--- src/alarm_params.svh ---
`ifndef ALARM_PARAMS_SVH
`define ALARM_PARAMS_SVH

// Register word offsets (byte address = index * 4)
`define OFS_CONTROL 4'h0
`define OFS_REPEAT 4'h1
`define OFS_MONTH 4'h2
`define OFS_WEEKDAY 4'h3
`define OFS_DAY 4'h4
`define OFS_HOUR 4'h5
`define OFS_MINUTE 4'h6
`define OFS_SECOND 4'h7
`define OFS_STATUS 4'h8

// Implemented bit masks of each value register
`define MASK_MONTH 8'h1f
`define MASK_WEEKDAY 8'h07
`define MASK_DAY 8'h3f
`define MASK_HOUR 8'h3f
`define MASK_MINUTE 8'h7f
`define MASK_SECOND 8'h7f

// Storage slot of each value register, none for other words
`define SLOT_SECOND 4'h0
`define SLOT_MINUTE 4'h1
`define SLOT_HOUR 4'h2
`define SLOT_DAY 4'h3
`define SLOT_WEEKDAY 4'h4
`define SLOT_MONTH 4'h5
`define SLOT_NONE 4'hf

// Control field positions
`define CTL_ENABLE 7
`define CTL_CHIME 6
`define CTL_MASK_HI 5
`define CTL_MASK_LO 2

// Interval codes
`define IVL_HALFSEC 4'h0
`define IVL_SECOND 4'h1
`define IVL_TENSEC 4'h2
`define IVL_MINUTE 4'h3
`define IVL_TENMIN 4'h4
`define IVL_HOUR 4'h5
`define IVL_DAY 4'h6
`define IVL_WEEK 4'h7
`define IVL_MONTH 4'h8
`define IVL_YEAR 4'h9

// Reset values and misc
`define CTL_RESET 8'h00
`define RPT_RESET 8'h00
`define RPT_ZERO 8'h00
`define RPT_ONE 8'h01
`define DATA_ZERO 32'h0000_0000
`define BYTE_ZERO 8'h00
`define DEAD_READ 32'hdead_beef

`endif

--- src/alarm_pkg.sv ---
package alarm_pkg;
    // Current calendar time, all BCD
    typedef struct packed {
        logic [7:0] month;
        logic [7:0] weekday;
        logic [7:0] day;
        logic [7:0] hour;
        logic [7:0] minute;
        logic [7:0] second;
    } cal_time_t;

    // Avalon-MM slave request
    typedef struct packed {
        logic [5:0] address;
        logic read;
        logic write;
        logic [31:0] writedata;
        logic [3:0] byteenable;
    } avm_req_t;

    // Avalon-MM slave answer
    typedef struct packed {
        logic [31:0] readdata;
        logic waitrequest;
    } avm_rsp_t;
endpackage

--- src/alarm_interval_match.sv ---
`timescale 1ns/1ps
`default_nettype none
`include "alarm_params.svh"

// Compares the fields chosen by the interval code; registered result
module alarm_interval_match
    import alarm_pkg::*;
(
    input wire logic clock,
    input wire logic arst_n,
    input wire logic [3:0] interval,
    input wire alarm_pkg::cal_time_t now,
    input wire alarm_pkg::cal_time_t alarm,
    output logic hit
);
    import alarm_pkg::*;

    logic hit_nxt;

    // Field compare under the implemented mask
    function automatic logic same(input logic [7:0] a, input logic [7:0] b, input logic [7:0] m);
        return (a & m) == (b & m);
    endfunction

    // Interval decode into matched fields
    always_comb begin
        logic s_u;
        logic s_all;
        logic m_all;
        logic h_all;
        logic d_all;
        s_u = (now.second[3:0] == alarm.second[3:0]);
        s_all = same(now.second, alarm.second, `MASK_SECOND);
        m_all = same(now.minute, alarm.minute, `MASK_MINUTE);
        h_all = same(now.hour, alarm.hour, `MASK_HOUR);
        d_all = same(now.day, alarm.day, `MASK_DAY);
        case (interval)
            `IVL_HALFSEC: hit_nxt = 1'b1;
            `IVL_SECOND: hit_nxt = 1'b1;
            `IVL_TENSEC: hit_nxt = s_u;
            `IVL_MINUTE: hit_nxt = s_all;
            `IVL_TENMIN: hit_nxt = s_all && (now.minute[3:0] == alarm.minute[3:0]);
            `IVL_HOUR: hit_nxt = s_all && m_all;
            `IVL_DAY: hit_nxt = s_all && m_all && h_all;
            `IVL_WEEK: hit_nxt = s_all && m_all && h_all && same(now.weekday, alarm.weekday, `MASK_WEEKDAY);
            `IVL_MONTH: hit_nxt = s_all && m_all && h_all && d_all;
            `IVL_YEAR: hit_nxt = s_all && m_all && h_all && d_all && same(now.month, alarm.month, `MASK_MONTH);
            default: hit_nxt = 1'b0;
        endcase
    end

    always_ff @(posedge clock or negedge arst_n) begin
        if (!arst_n) begin
            hit <= 1'b0;
        end else begin
            hit <= hit_nxt;
        end
    end
endmodule

`default_nettype wire

--- src/alarm_value_mem.sv ---
`timescale 1ns/1ps
`default_nettype none
`include "alarm_params.svh"

// Small storage for the six BCD alarm values, no reset on contents
module alarm_value_mem (
    input wire logic clock,
    input wire logic wr_en,
    input wire logic [2:0] wr_idx,
    input wire logic [7:0] wr_data,
    input wire logic [2:0] rd_idx,
    output logic [7:0] rd_data,
    output logic [47:0] all_values
);
    logic [7:0] mem [0:5];

    // Write port, contents undefined until software writes
    always_ff @(posedge clock) begin
        if (wr_en) begin
            mem[wr_idx] <= wr_data;
        end
    end

    // Registered read port
    always_ff @(posedge clock) begin
        rd_data <= mem[rd_idx];
    end

    // Flat view for the comparator
    genvar g;
    generate
        for (g = 0; g < 6; g++) begin : g_flat
            assign all_values[8*g +: 8] = mem[g];
        end
    endgenerate
endmodule

`default_nettype wire

--- src/calendar_alarm_match.sv ---
`timescale 1ns/1ps
`default_nettype none
`include "alarm_params.svh"

module calendar_alarm_match
    import alarm_pkg::*;
(
    input wire logic clock,
    input wire logic arst_n,
    input wire logic [5:0] avs_address,
    input wire logic avs_read,
    input wire logic avs_write,
    input wire logic [31:0] avs_writedata,
    input wire logic [3:0] avs_byteenable,
    output logic [31:0] avs_readdata,
    output logic avs_waitrequest,
    input wire alarm_pkg::cal_time_t now,
    input wire logic tick_half,
    input wire logic tick_second,
    output logic alarm_event
);
    import alarm_pkg::*;

    // ----------------------------------------
    // Registers and wires
    // ----------------------------------------
    logic [7:0] control_r;
    logic [7:0] control_nxt;
    logic [7:0] repeat_r;
    logic [7:0] repeat_nxt;
    logic ack_r;
    logic rd_pending_r;
    logic [3:0] rd_index_r;
    logic event_r;
    logic hit;
    logic fire;
    logic [47:0] stored;
    logic [7:0] mem_rd;
    logic [7:0] wr_masked;
    logic [2:0] mem_wr_idx;
    logic mem_wr_en;
    logic [3:0] word_idx;
    logic [3:0] slot;
    logic bus_wr;
    logic bus_rd;
    cal_time_t alarm_vals;
    logic [3:0] interval;
    logic enable;
    logic chime;

    // ----------------------------------------
    // Bus decode and control fields
    // ----------------------------------------
    // Word index, request qualifiers and control fields
    assign word_idx = avs_address[5:2];
    assign bus_wr = avs_write && !ack_r;
    assign bus_rd = avs_read && !ack_r && !rd_pending_r;
    assign enable = control_r[`CTL_ENABLE];
    assign chime = control_r[`CTL_CHIME];
    assign interval = control_r[`CTL_MASK_HI:`CTL_MASK_LO];

    // Value-register index in the store, or none
    function automatic logic [3:0] value_slot(input logic [3:0] idx);
        if (idx == `OFS_MONTH) begin
            return `SLOT_MONTH;
        end else if (idx == `OFS_WEEKDAY) begin
            return `SLOT_WEEKDAY;
        end else if (idx == `OFS_DAY) begin
            return `SLOT_DAY;
        end else if (idx == `OFS_HOUR) begin
            return `SLOT_HOUR;
        end else if (idx == `OFS_MINUTE) begin
            return `SLOT_MINUTE;
        end else if (idx == `OFS_SECOND) begin
            return `SLOT_SECOND;
        end else begin
            return `SLOT_NONE;
        end
    endfunction

    // Implemented bits of each value register
    function automatic logic [7:0] value_mask(input logic [3:0] idx);
        if (idx == `OFS_MONTH) begin
            return `MASK_MONTH;
        end else if (idx == `OFS_WEEKDAY) begin
            return `MASK_WEEKDAY;
        end else if (idx == `OFS_DAY) begin
            return `MASK_DAY;
        end else if (idx == `OFS_HOUR) begin
            return `MASK_HOUR;
        end else if (idx == `OFS_MINUTE) begin
            return `MASK_MINUTE;
        end else if (idx == `OFS_SECOND) begin
            return `MASK_SECOND;
        end else begin
            return `BYTE_ZERO;
        end
    endfunction

    // ----------------------------------------
    // Alarm value storage
    // ----------------------------------------
    // field widths masked
    assign wr_masked = avs_writedata[7:0] & value_mask(word_idx);
    // Slot of the addressed value register, none for other words
    assign slot = value_slot(word_idx);
    assign mem_wr_idx = slot[2:0];
    assign mem_wr_en = bus_wr && avs_byteenable[0] && (slot != `SLOT_NONE);

    alarm_value_mem u_mem (
        .clock(clock),
        .wr_en(mem_wr_en),
        .wr_idx(mem_wr_idx),
        .wr_data(wr_masked),
        .rd_idx(mem_wr_idx),
        .rd_data(mem_rd),
        .all_values(stored)
    );

    // Slot order maps stored bytes to calendar fields
    assign alarm_vals.second = stored[7:0];
    assign alarm_vals.minute = stored[15:8];
    assign alarm_vals.hour = stored[23:16];
    assign alarm_vals.day = stored[31:24];
    assign alarm_vals.weekday = stored[39:32];
    assign alarm_vals.month = stored[47:40];

    // ----------------------------------------
    // Match and event timing
    // ----------------------------------------
    // interval field chooses compared fields
    alarm_interval_match u_match (
        .clock(clock),
        .arst_n(arst_n),
        .interval(interval),
        .now(now),
        .alarm(alarm_vals),
        .hit(hit)
    );

    // event on tick when enabled and matched
    assign fire = enable && hit && ((interval == `IVL_HALFSEC) ? tick_half : tick_second);

    // Event output, one cycle
    always_ff @(posedge clock or negedge arst_n) begin
        if (!arst_n) begin
            event_r <= 1'b0;
        end else begin
            event_r <= fire;
        end
    end
    assign alarm_event = event_r;

    // ----------------------------------------
    // Control and repeat counter
    // ----------------------------------------
    // Next control and counter values; an event's decrement or enable clear wins over a bus write
    always_comb begin
        control_nxt = control_r;
        repeat_nxt = repeat_r;
        if (bus_wr && avs_byteenable[0] && word_idx == `OFS_CONTROL) begin
            control_nxt = {avs_writedata[7:2], 2'b00};
        end
        if (bus_wr && avs_byteenable[0] && word_idx == `OFS_REPEAT) begin
            repeat_nxt = avs_writedata[7:0];
        end
        if (fire) begin
            if (repeat_r != `RPT_ZERO || chime) begin
                repeat_nxt = repeat_r - `RPT_ONE;
            end
            if (repeat_r == `RPT_ZERO && !chime) begin
                control_nxt[`CTL_ENABLE] = 1'b0;
            end
        end
    end

    // Control and counter registers
    always_ff @(posedge clock or negedge arst_n) begin
        if (!arst_n) begin
            control_r <= `CTL_RESET;
            repeat_r <= `RPT_RESET;
        end else begin
            control_r <= control_nxt;
            repeat_r <= repeat_nxt;
        end
    end

    // ----------------------------------------
    // Avalon-MM slave
    // ----------------------------------------
    // Acknowledge: write one cycle after request, read two cycles
    always_ff @(posedge clock or negedge arst_n) begin
        if (!arst_n) begin
            ack_r <= 1'b0;
            rd_pending_r <= 1'b0;
            rd_index_r <= 4'h0;
        end else begin
            ack_r <= bus_wr || rd_pending_r;
            rd_pending_r <= bus_rd;
            if (bus_rd) begin
                rd_index_r <= word_idx;
            end
        end
    end

    // Wait request low only in the answer cycle
    always_ff @(posedge clock or negedge arst_n) begin
        if (!arst_n) begin
            avs_waitrequest <= 1'b1;
        end else begin
            avs_waitrequest <= !(bus_wr || rd_pending_r);
        end
    end

    // Read data mux, registered
    always_ff @(posedge clock or negedge arst_n) begin
        if (!arst_n) begin
            avs_readdata <= `DATA_ZERO;
        end else if (rd_pending_r) begin
            if (rd_index_r == `OFS_CONTROL) begin
                avs_readdata <= {24'h00_0000, control_r};
            end else if (rd_index_r == `OFS_REPEAT) begin
                avs_readdata <= {24'h00_0000, repeat_r};
            end else if (rd_index_r == `OFS_STATUS) begin
                avs_readdata <= {31'h0000_0000, hit};
            end else if (value_slot(rd_index_r) != `SLOT_NONE) begin
                avs_readdata <= {24'h00_0000, mem_rd & value_mask(rd_index_r)};
            end else begin
                avs_readdata <= `DEAD_READ;
            end
        end
    end

    // ----------------------------------------
    // Assertions
    // ----------------------------------------
    a_last_disables: assert property (@(posedge clock) disable iff (!arst_n)
        (fire && repeat_r == `RPT_ZERO && !chime && !bus_wr) |=> !control_r[`CTL_ENABLE])
        else $error("enable not cleared after last alarm");

    a_count_down: assert property (@(posedge clock) disable iff (!arst_n)
        (fire && repeat_r != `RPT_ZERO && !bus_wr) |=> repeat_r == $past(repeat_r) - 8'h01)
        else $error("repeat counter did not decrement");

    a_chime_wrap: assert property (@(posedge clock) disable iff (!arst_n)
        (fire && repeat_r == `RPT_ZERO && chime && !bus_wr) |=> repeat_r == 8'hff)
        else $error("repeat counter did not wrap with chime");

    a_stop_zero: assert property (@(posedge clock) disable iff (!arst_n)
        (fire && repeat_r == `RPT_ZERO && !chime && !bus_wr) |=> repeat_r == `RPT_ZERO)
        else $error("repeat counter left zero without chime");

    a_event_cause: assert property (@(posedge clock) disable iff (!arst_n)
        alarm_event |-> $past(enable) && $past(hit))
        else $error("alarm event without enabled match");

    a_reserved_quiet: assert property (@(posedge clock) disable iff (!arst_n)
        (interval > `IVL_YEAR) ##1 (interval > `IVL_YEAR) |-> !hit)
        else $error("match on reserved interval");

    a_value_upper: assert property (@(posedge clock) disable iff (!arst_n)
        (rd_pending_r && value_slot(rd_index_r) != `SLOT_NONE) |=> (avs_readdata[31:8] == 24'h00_0000)
            && !avs_waitrequest)
        else $error("value read with upper bits set");

    a_write_answer: assert property (@(posedge clock) disable iff (!arst_n)
        bus_wr |=> !avs_waitrequest ##1 avs_waitrequest)
        else $error("write not answered in one cycle");

    a_read_answer: assert property (@(posedge clock) disable iff (!arst_n)
        bus_rd |=> avs_waitrequest ##1 !avs_waitrequest)
        else $error("read not answered in two cycles");

    a_idle_wait: assert property (@(posedge clock) disable iff (!arst_n)
        (!bus_wr && !rd_pending_r) |=> avs_waitrequest)
        else $error("wait request dropped with no answer due");

    a_half_fires: assert property (@(posedge clock) disable iff (!arst_n)
        (enable && hit && interval == `IVL_HALFSEC && tick_half) |=> alarm_event)
        else $error("half second alarm missed");

    a_half_ignores: assert property (@(posedge clock) disable iff (!arst_n)
        (interval == `IVL_HALFSEC && !tick_half) |=> !alarm_event)
        else $error("half second alarm without half tick");

    a_second_fires: assert property (@(posedge clock) disable iff (!arst_n)
        (enable && hit && interval != `IVL_HALFSEC && tick_second) |=> alarm_event)
        else $error("matched alarm missed on second tick");

    a_disabled_quiet: assert property (@(posedge clock) disable iff (!arst_n)
        !enable |=> !alarm_event)
        else $error("alarm event while disabled");

    a_second_match: assert property (@(posedge clock) disable iff (!arst_n)
        (interval == `IVL_SECOND) ##1 (interval == `IVL_SECOND) |-> hit)
        else $error("every second interval not matching");

    a_tensec_match: assert property (@(posedge clock) disable iff (!arst_n)
        (interval == `IVL_TENSEC && now.second[3:0] == alarm_vals.second[3:0]) |=> hit)
        else $error("ten second interval missed units match");

    a_minute_miss: assert property (@(posedge clock) disable iff (!arst_n)
        (interval == `IVL_MINUTE && (now.second & `MASK_SECOND) != (alarm_vals.second & `MASK_SECOND)) |=> !hit)
        else $error("minute interval matched wrong second");

    a_year_miss: assert property (@(posedge clock) disable iff (!arst_n)
        (interval == `IVL_YEAR && (now.month & `MASK_MONTH) != (alarm_vals.month & `MASK_MONTH)) |=> !hit)
        else $error("yearly interval matched wrong month");

    a_chime_keeps: assert property (@(posedge clock) disable iff (!arst_n)
        (fire && chime && !bus_wr) |=> control_r[`CTL_ENABLE])
        else $error("enable lost with chime on");

    a_enable_hold: assert property (@(posedge clock) disable iff (!arst_n)
        (enable && !fire && !bus_wr) |=> enable)
        else $error("enable cleared without an event");

    a_repeat_hold: assert property (@(posedge clock) disable iff (!arst_n)
        (!fire && !bus_wr) |=> $stable(repeat_r))
        else $error("repeat counter moved without an event");

    a_repeat_write: assert property (@(posedge clock) disable iff (!arst_n)
        (bus_wr && avs_byteenable[0] && word_idx == `OFS_REPEAT && !fire) |=> repeat_r == $past(avs_writedata[7:0]))
        else $error("repeat counter write lost");

    a_ctl_write: assert property (@(posedge clock) disable iff (!arst_n)
        (bus_wr && avs_byteenable[0] && word_idx == `OFS_CONTROL && !fire)
            |=> interval == $past(avs_writedata[`CTL_MASK_HI:`CTL_MASK_LO]))
        else $error("interval write lost");
endmodule

`default_nettype wire

--- config.mk ---
export PLATFORM = sky130hd
export DESIGN_NAME = calendar_alarm_match
export DESIGN_NICKNAME = d
export VERILOG_FILES = /design/src/alarm_pkg.sv /design/src/alarm_interval_match.sv /design/src/alarm_value_mem.sv /design/src/calendar_alarm_match.sv
export VERILOG_INCLUDE_DIRS = /design/src /design/src/src
export SDC_FILE = /design/constraint.sdc
export NUM_CORES = 1
export LEC_CHECK = 0
export ABC_AREA = 1
export BUFFER_PORTS_ARGS = -buffer_cell sky130_fd_sc_hd__buf_2
export CAP_MARGIN = 20
export CORE_MARGIN = 3
export CORE_UTILIZATION = 25
export DETAILED_ROUTE_END_ITERATION = 10
export PLACE_DENSITY_LB_ADDON = 0.2
export SLEW_MARGIN = 10
export SYNTH_ARGS = -nofsm -noshare
export SYNTH_HDL_FRONTEND = slang
export SYNTH_HIERARCHICAL = 1
export SYNTH_SLANG_ARGS = --single-unit
export TNS_END_PERCENT = 1
--- constraint.sdc ---
create_clock -name clock -period 3.5 [get_ports clock]
set_clock_uncertainty 0.15 [all_clocks]
set_input_delay 0.875 -clock clock [delete_from_list [all_inputs] [get_ports clock]]
set_output_delay 0.875 -clock clock [all_outputs]
set_load 0.01 [all_outputs]
=== Yosys cells after proc, flatten, opt, wreduce, memory -nomap -nowiden ===
Memory sizes are Yosys's and may differ from the RTL's. A register that Yosys moved wholly into a read port is not among the register bits.
Index checks and enable logic that the tools add are counted.
Widths: inputs -> output; s select.

* Bits of input ports: 96
* Output and inout port bits: 34
* Bits in registers: 55
* Logic and storage cells: 123
* Latch bits: 0
* Memories kept: 1
* Bits in writable memories: 48
* ROM bits: 0

* $lt $le $gt $ge: 0
* Equality and inequality tests: 34
* Multiply operators: 0
* Shifts and indexed selects: 0
* Mux-type cells: 47
* Divide/modulo/power cells: 0
* Add/sub/neg operators: 1
* Bitwise operators: 2
* Reductions and logical operators: 28

{| class="wikitable"
|+ Memory list
! memory !! words !! bits a word !! read ports !! clocked after Yosys merged registers in !! write ports !! RTL line !! RTL
|-
| u_mem.mem || 6 || 8 || 7 || 1 || 1 || alarm_value_mem.sv:15 || <nowiki>logic [7:0] mem [0:5];</nowiki>
|}

{| class="wikitable"
|+ Operator list
! operator !! number
|-
| $mux 32 || 4
|-
| $mux 8 || 11
|-
| $mux 7 || 10
|-
| $mux 4 || 16
|-
| $eq 4x3->1 const B || 12
|-
| $eq 4x2->1 const B || 6
|-
| $and 8x8->8 || 2
|-
| $logic_and 1x1->1 || 16
|-
| $eq 7x7->1 || 2
|-
| $eq 4x1->1 const B || 3
|-
| $eq 4x4->1 const B || 3
|-
| $eq 6x6->1 || 2
|-
| $logic_not 4->1 || 3
|-
| $pmux 1 s9 || 1
|-
| $eq 4x4->1 || 2
|-
| $logic_not 8->1 || 1
|-
| $ne 4x4->1 const B || 2
|-
| $reduce_bool 8->1 || 1
|-
| $sub 8x1->8 const B || 1
|-
| $eq 5x5->1 || 1
|-
| $mux 1 || 5
|-
| $logic_not 1->1 || 4
|-
| $eq 3x3->1 || 1
|-
| $logic_or 1x1->1 || 2
|-
| $reduce_or 2->1 || 1
|}

=== Longest topological paths before layout ===
* Depth in word-level cells: 22
* Mapped depth: 12
* Mapped depth without buffers: 12

=== Cells and area by module ===
Netlist, hierarchy kept.

{| class="wikitable"
|+ Modules (own cells, without submodules)
! module !! instances !! cells an instance !! area each (µm²) !! seq. area each (µm²)
|-
| alarm_value_mem || 1 || 303 || 3050.4 || 2082.0
|-
| calendar_alarm_match || 1 || 288 || 2033.2 || 777.0
|-
| alarm_interval_match || 1 || 132 || 639.4 || 25.0
|}

=== Worst setup path after synthesis ===
Ideal clock, no wire load.

* Kind: input-to-reg
* Start: input port avs_address[5]
* End: memory u_mem.mem[0][0] (enable)
* Path slack: 1058 ps
* Arrival time: 1922 ps
* Stages: 6
* Cells stage by stage: inv_1 -> o21ai_0 -> or2_2 -> inv_1 -> nand2_1 -> nor2_1

* Word-level cells in the longest chain between the ends: 11
* Elaborated cells between the ends (all ways): 16
* Those cells by class: eq/ne (7); mux (8); reduce/logical (1)

{| class="wikitable"
|+ Ends and longest elaborated chain
! element !! RTL line !! RTL
|-
| start: declaration || calendar_alarm_match.sv:10 || <nowiki>input wire logic [5:0] avs_address,</nowiki>
|-
| $eq 4x3->1 (no line) || n/a ||
|-
| $mux 4 || calendar_alarm_match.sv:74 || <nowiki>end else if (idx == `OFS_SECOND) begin</nowiki>
|-
| $mux 4 || calendar_alarm_match.sv:72 || <nowiki>end else if (idx == `OFS_MINUTE) begin</nowiki>
|-
| $mux 4 || calendar_alarm_match.sv:70 || <nowiki>end else if (idx == `OFS_HOUR) begin</nowiki>
|-
| $mux 4 || calendar_alarm_match.sv:68 || <nowiki>end else if (idx == `OFS_DAY) begin</nowiki>
|-
| $mux 4 || calendar_alarm_match.sv:66 || <nowiki>end else if (idx == `OFS_WEEKDAY) begin</nowiki>
|-
| $mux 4 * || calendar_alarm_match.sv:64 || <nowiki>if (idx == `OFS_MONTH) begin</nowiki>
|-
| net slot[0] || calendar_alarm_match.sv:43 || <nowiki>logic [3:0] slot;</nowiki>
|-
| $ne 4x4->1 (no line) || n/a ||
|-
| $logic_and 1x1->1 || calendar_alarm_match.sv:108 || <nowiki>assign mem_wr_en = bus_wr && avs_byteenable[0] && (slot != `SLOT_NONE);</nowiki>
|-
| $mux 1 || alarm_value_mem.sv:19 || <nowiki>if (wr_en) begin</nowiki>
|-
| $mux 1 (not written as such) || alarm_value_mem.sv:20 || <nowiki>mem[wr_idx] <= wr_data;</nowiki>
|-
| end: declaration || alarm_value_mem.sv:15 ||
|}

The timed path passes the listed nets; every way through them passes the cells marked *.

=== Final worst setup path ===
* Start: input port avs_address[4]
* End: register u_mem.rd_data[1] (read register of u_mem.mem)

* Word-level cells in the longest chain between the ends: 7
* Elaborated cells between the ends (all ways): 12
* Those cells by class: eq/ne (6); mux (6)

{| class="wikitable"
|+ Ends and longest elaborated chain
! element !! RTL line !! RTL
|-
| $eq 4x3->1 (no line) || n/a ||
|-
| $mux 4 || calendar_alarm_match.sv:74 ||
|-
| $mux 4 || calendar_alarm_match.sv:72 ||
|-
| $mux 4 || calendar_alarm_match.sv:70 ||
|-
| $mux 4 || calendar_alarm_match.sv:68 ||
|-
| $mux 4 || calendar_alarm_match.sv:66 ||
|-
| $mux 4 * || calendar_alarm_match.sv:64 ||
|-
| net slot[1] || calendar_alarm_match.sv:43 ||
|-
| end: declaration || alarm_value_mem.sv:12 || <nowiki>output logic [7:0] rd_data,</nowiki>
|}

Marks and branches as above.
A chain may end at the register's enable or synchronous reset.

==> impl_metrics.env <==
export IMPL_ant_nets=0
export IMPL_grt_pass1_vias=4059
export IMPL_drc=0
export IMPL_fp_dieW_microns=152
export IMPL_clk_insertion_delay_late_ps=350
export IMPL_ioPinCount=130
export IMPL_grt_pass1_wl_mm=22.5
export IMPL_placed_cell_area_sq_um=5940
export IMPL_syn_cell_area_sq_um=5360
export IMPL_min_path_type="reg2reg"
export IMPL_clockPowerShare=0.299
export IMPL_synth_avg_cell_area_sq_um=7.79
export IMPL_coreArea_sq_um=20600
export IMPL_power_share_combinational=0.264
export IMPL_regArea_sq_um=2620
export IMPL_slew_headroom=0.492
export IMPL_holdPathStages=2
export IMPL_fillCellCount=2261
export IMPL_root_buffer="clkbuf_16"
export IMPL_power_share_sequential=0.437
export IMPL_maxSlewViolCount=0
export IMPL_dr_pass1_iters=5
export IMPL_drt_initial_drc_count=218
export IMPL_holdBufCountCts=0
export IMPL_clock_fmax_mhz=422
export IMPL_final_layout_size_suffix_gt1_frac=0.185
export IMPL_cts_resized=0
export IMPL_final_cells=1038
export IMPL_multiInputGateArea_sq_um=1970
export IMPL_cp_data_arrival_time_ps=2460
export IMPL_gp_congestion=0.828
export IMPL_leakage_uw=0.00322
export IMPL_startpoint_type="primary input"
export IMPL_endpoint_kind="flip-flop"
export IMPL_dieArea_sq_um=23200
export IMPL_drt_wirelength_per_cell_microns=14.1
export IMPL_cp_required_ps=3580
export IMPL_cts_buffers=9
export IMPL_vias=4242
export IMPL_p_per_area_nw_per_um2=551
export IMPL_tns_ps=0
export IMPL_io_buffer_count=79
export IMPL_antenna_found_initial=0
export IMPL_finalSetupViolCount=0
export IMPL_maxCapViolCount=0
export IMPL_r2r_start="ack_r"
export IMPL_clk_path_buf_depth=2
export IMPL_mostFrequentLayoutCell="nand2_1"
export IMPL_reg2reg_to="u_mem/mem[0][2]"
export IMPL_crit_end="u_mem/rd_data[1]"
export IMPL_rsz0062_at_grt="no"
export IMPL_setup_worst_path_start="avs_address[4]"
export IMPL_path_clk_slew_ps=70
export IMPL_p_total_uw=3440
export IMPL_switching_share=0.347
export IMPL_outcome="completed"
export IMPL_cp_max_fo=18
export IMPL_num_rows=52
export IMPL_cts_sinks=95
export IMPL_track_usage=0.125
export IMPL_hold_viol=0
export IMPL_fin_crit_sh=0.678
export IMPL_diodes=0
export IMPL_vdd_drop_max_mv=0.229
export IMPL_cts_setup_buffers=0
export IMPL_area_growth_pct=16.4
export IMPL_grt_max_degree=33
export IMPL_nets=860
export IMPL_fp_dieH_microns=152
export IMPL_worstMarginPinSlew_ps=762
export IMPL_final_cell_mix="221 x nand2_1, 124 x inv_1, 79 x buf_2"
export IMPL_start_util=0.260
export IMPL_cts_tree="done"
export IMPL_reg2reg_depth=6
export IMPL_dp_hpwl_mm=11.0
export IMPL_yosys_warnings=6
export IMPL_cts_htree_levels=3
export IMPL_power_switching_uw=1190
export IMPL_routed_wl_mm=14.6
export IMPL_synthCells=689
export IMPL_path_class="in2reg"
export IMPL_period_minus_slack_ps=2370
export IMPL_grt_overflow=0
export IMPL_place_inst=1022
export IMPL_stdcell_area_sq_um=6240
export IMPL_p_int_uw=2240
export IMPL_r2r_slack_ps=1690
export IMPL_via_per_inst=4.09
[stage by stage]
stage	util	hold WS, ps	setup slack [ps]
final	0.303	324	1130
after global routing	0.303	342	884
after CTS	0.303	330	1110
after detailed placement	0.288	311	748
after global placement	0.288	313	710
after floorplan	-	344	1110
[worst min-delay path by stage]
| stage | startpoint | end |
|---|---|---|
| 6_report | avs_readdata[4] | avs_readdata[4] |
| 5_1_grt | avs_readdata[7] | avs_readdata[7] |
| 4_1_cts | avs_readdata[4] | avs_readdata[4] |
| 3_5_place_dp | avs_readdata[4] | avs_readdata[4] |
| 3_3_place_gp | avs_readdata[6] | avs_readdata[6] |
| 2_1_floorplan | ack_r | ack_r |
[metal layers]
layer	track usage	share of wire
met1	0.179	0.49
met2	0.195	0.45
met3	0.0185	0.043
met4	0.0395	0.016
met5	0	0
[power groups by stage]
stage	Combinational [uW]	Sequential (uW)	Clock [uW]
floorplan	697	1500	0
global placement	915	1520	0
detailed placement	916	1530	0
CTS	920	1500	1060
global route	1030	1530	1100
finish	907	1500	1030
[critical path: stages]
cell and delay, ps:
buf_2 140, inv_1 70, nor2_1 50, nand2_1 70
o21ai_0 90, inv_1 450, inv_2 280, nand3_1 240
nand2_1 70, nand2_1 60, nand2_1 60
[state kept, by name, indices dropped and copies added (netlist names)]
name	flops
repeat_r	8
alarm_event	1
ack_r	1
rd_index_r	4
rd_pending_r	1
u_mem/rd_data	7
control_r	6
u_match/hit	1
avs_waitrequest	1
u_mem/mem	56
avs_readdata	9
[final cells by class]
type | count | share of cell area
sequential | 95 | 0.420
multi-input combinational | 432 | 0.316
timing repair buffer | 94 | 0.0814
inverter | 131 | 0.0792
tap | 270 | 0.0541
clock buffer | 9 | 0.0361
clock inverter | 7 | 0.0126
No activity file was read; power rests on OpenSTA's default activity.
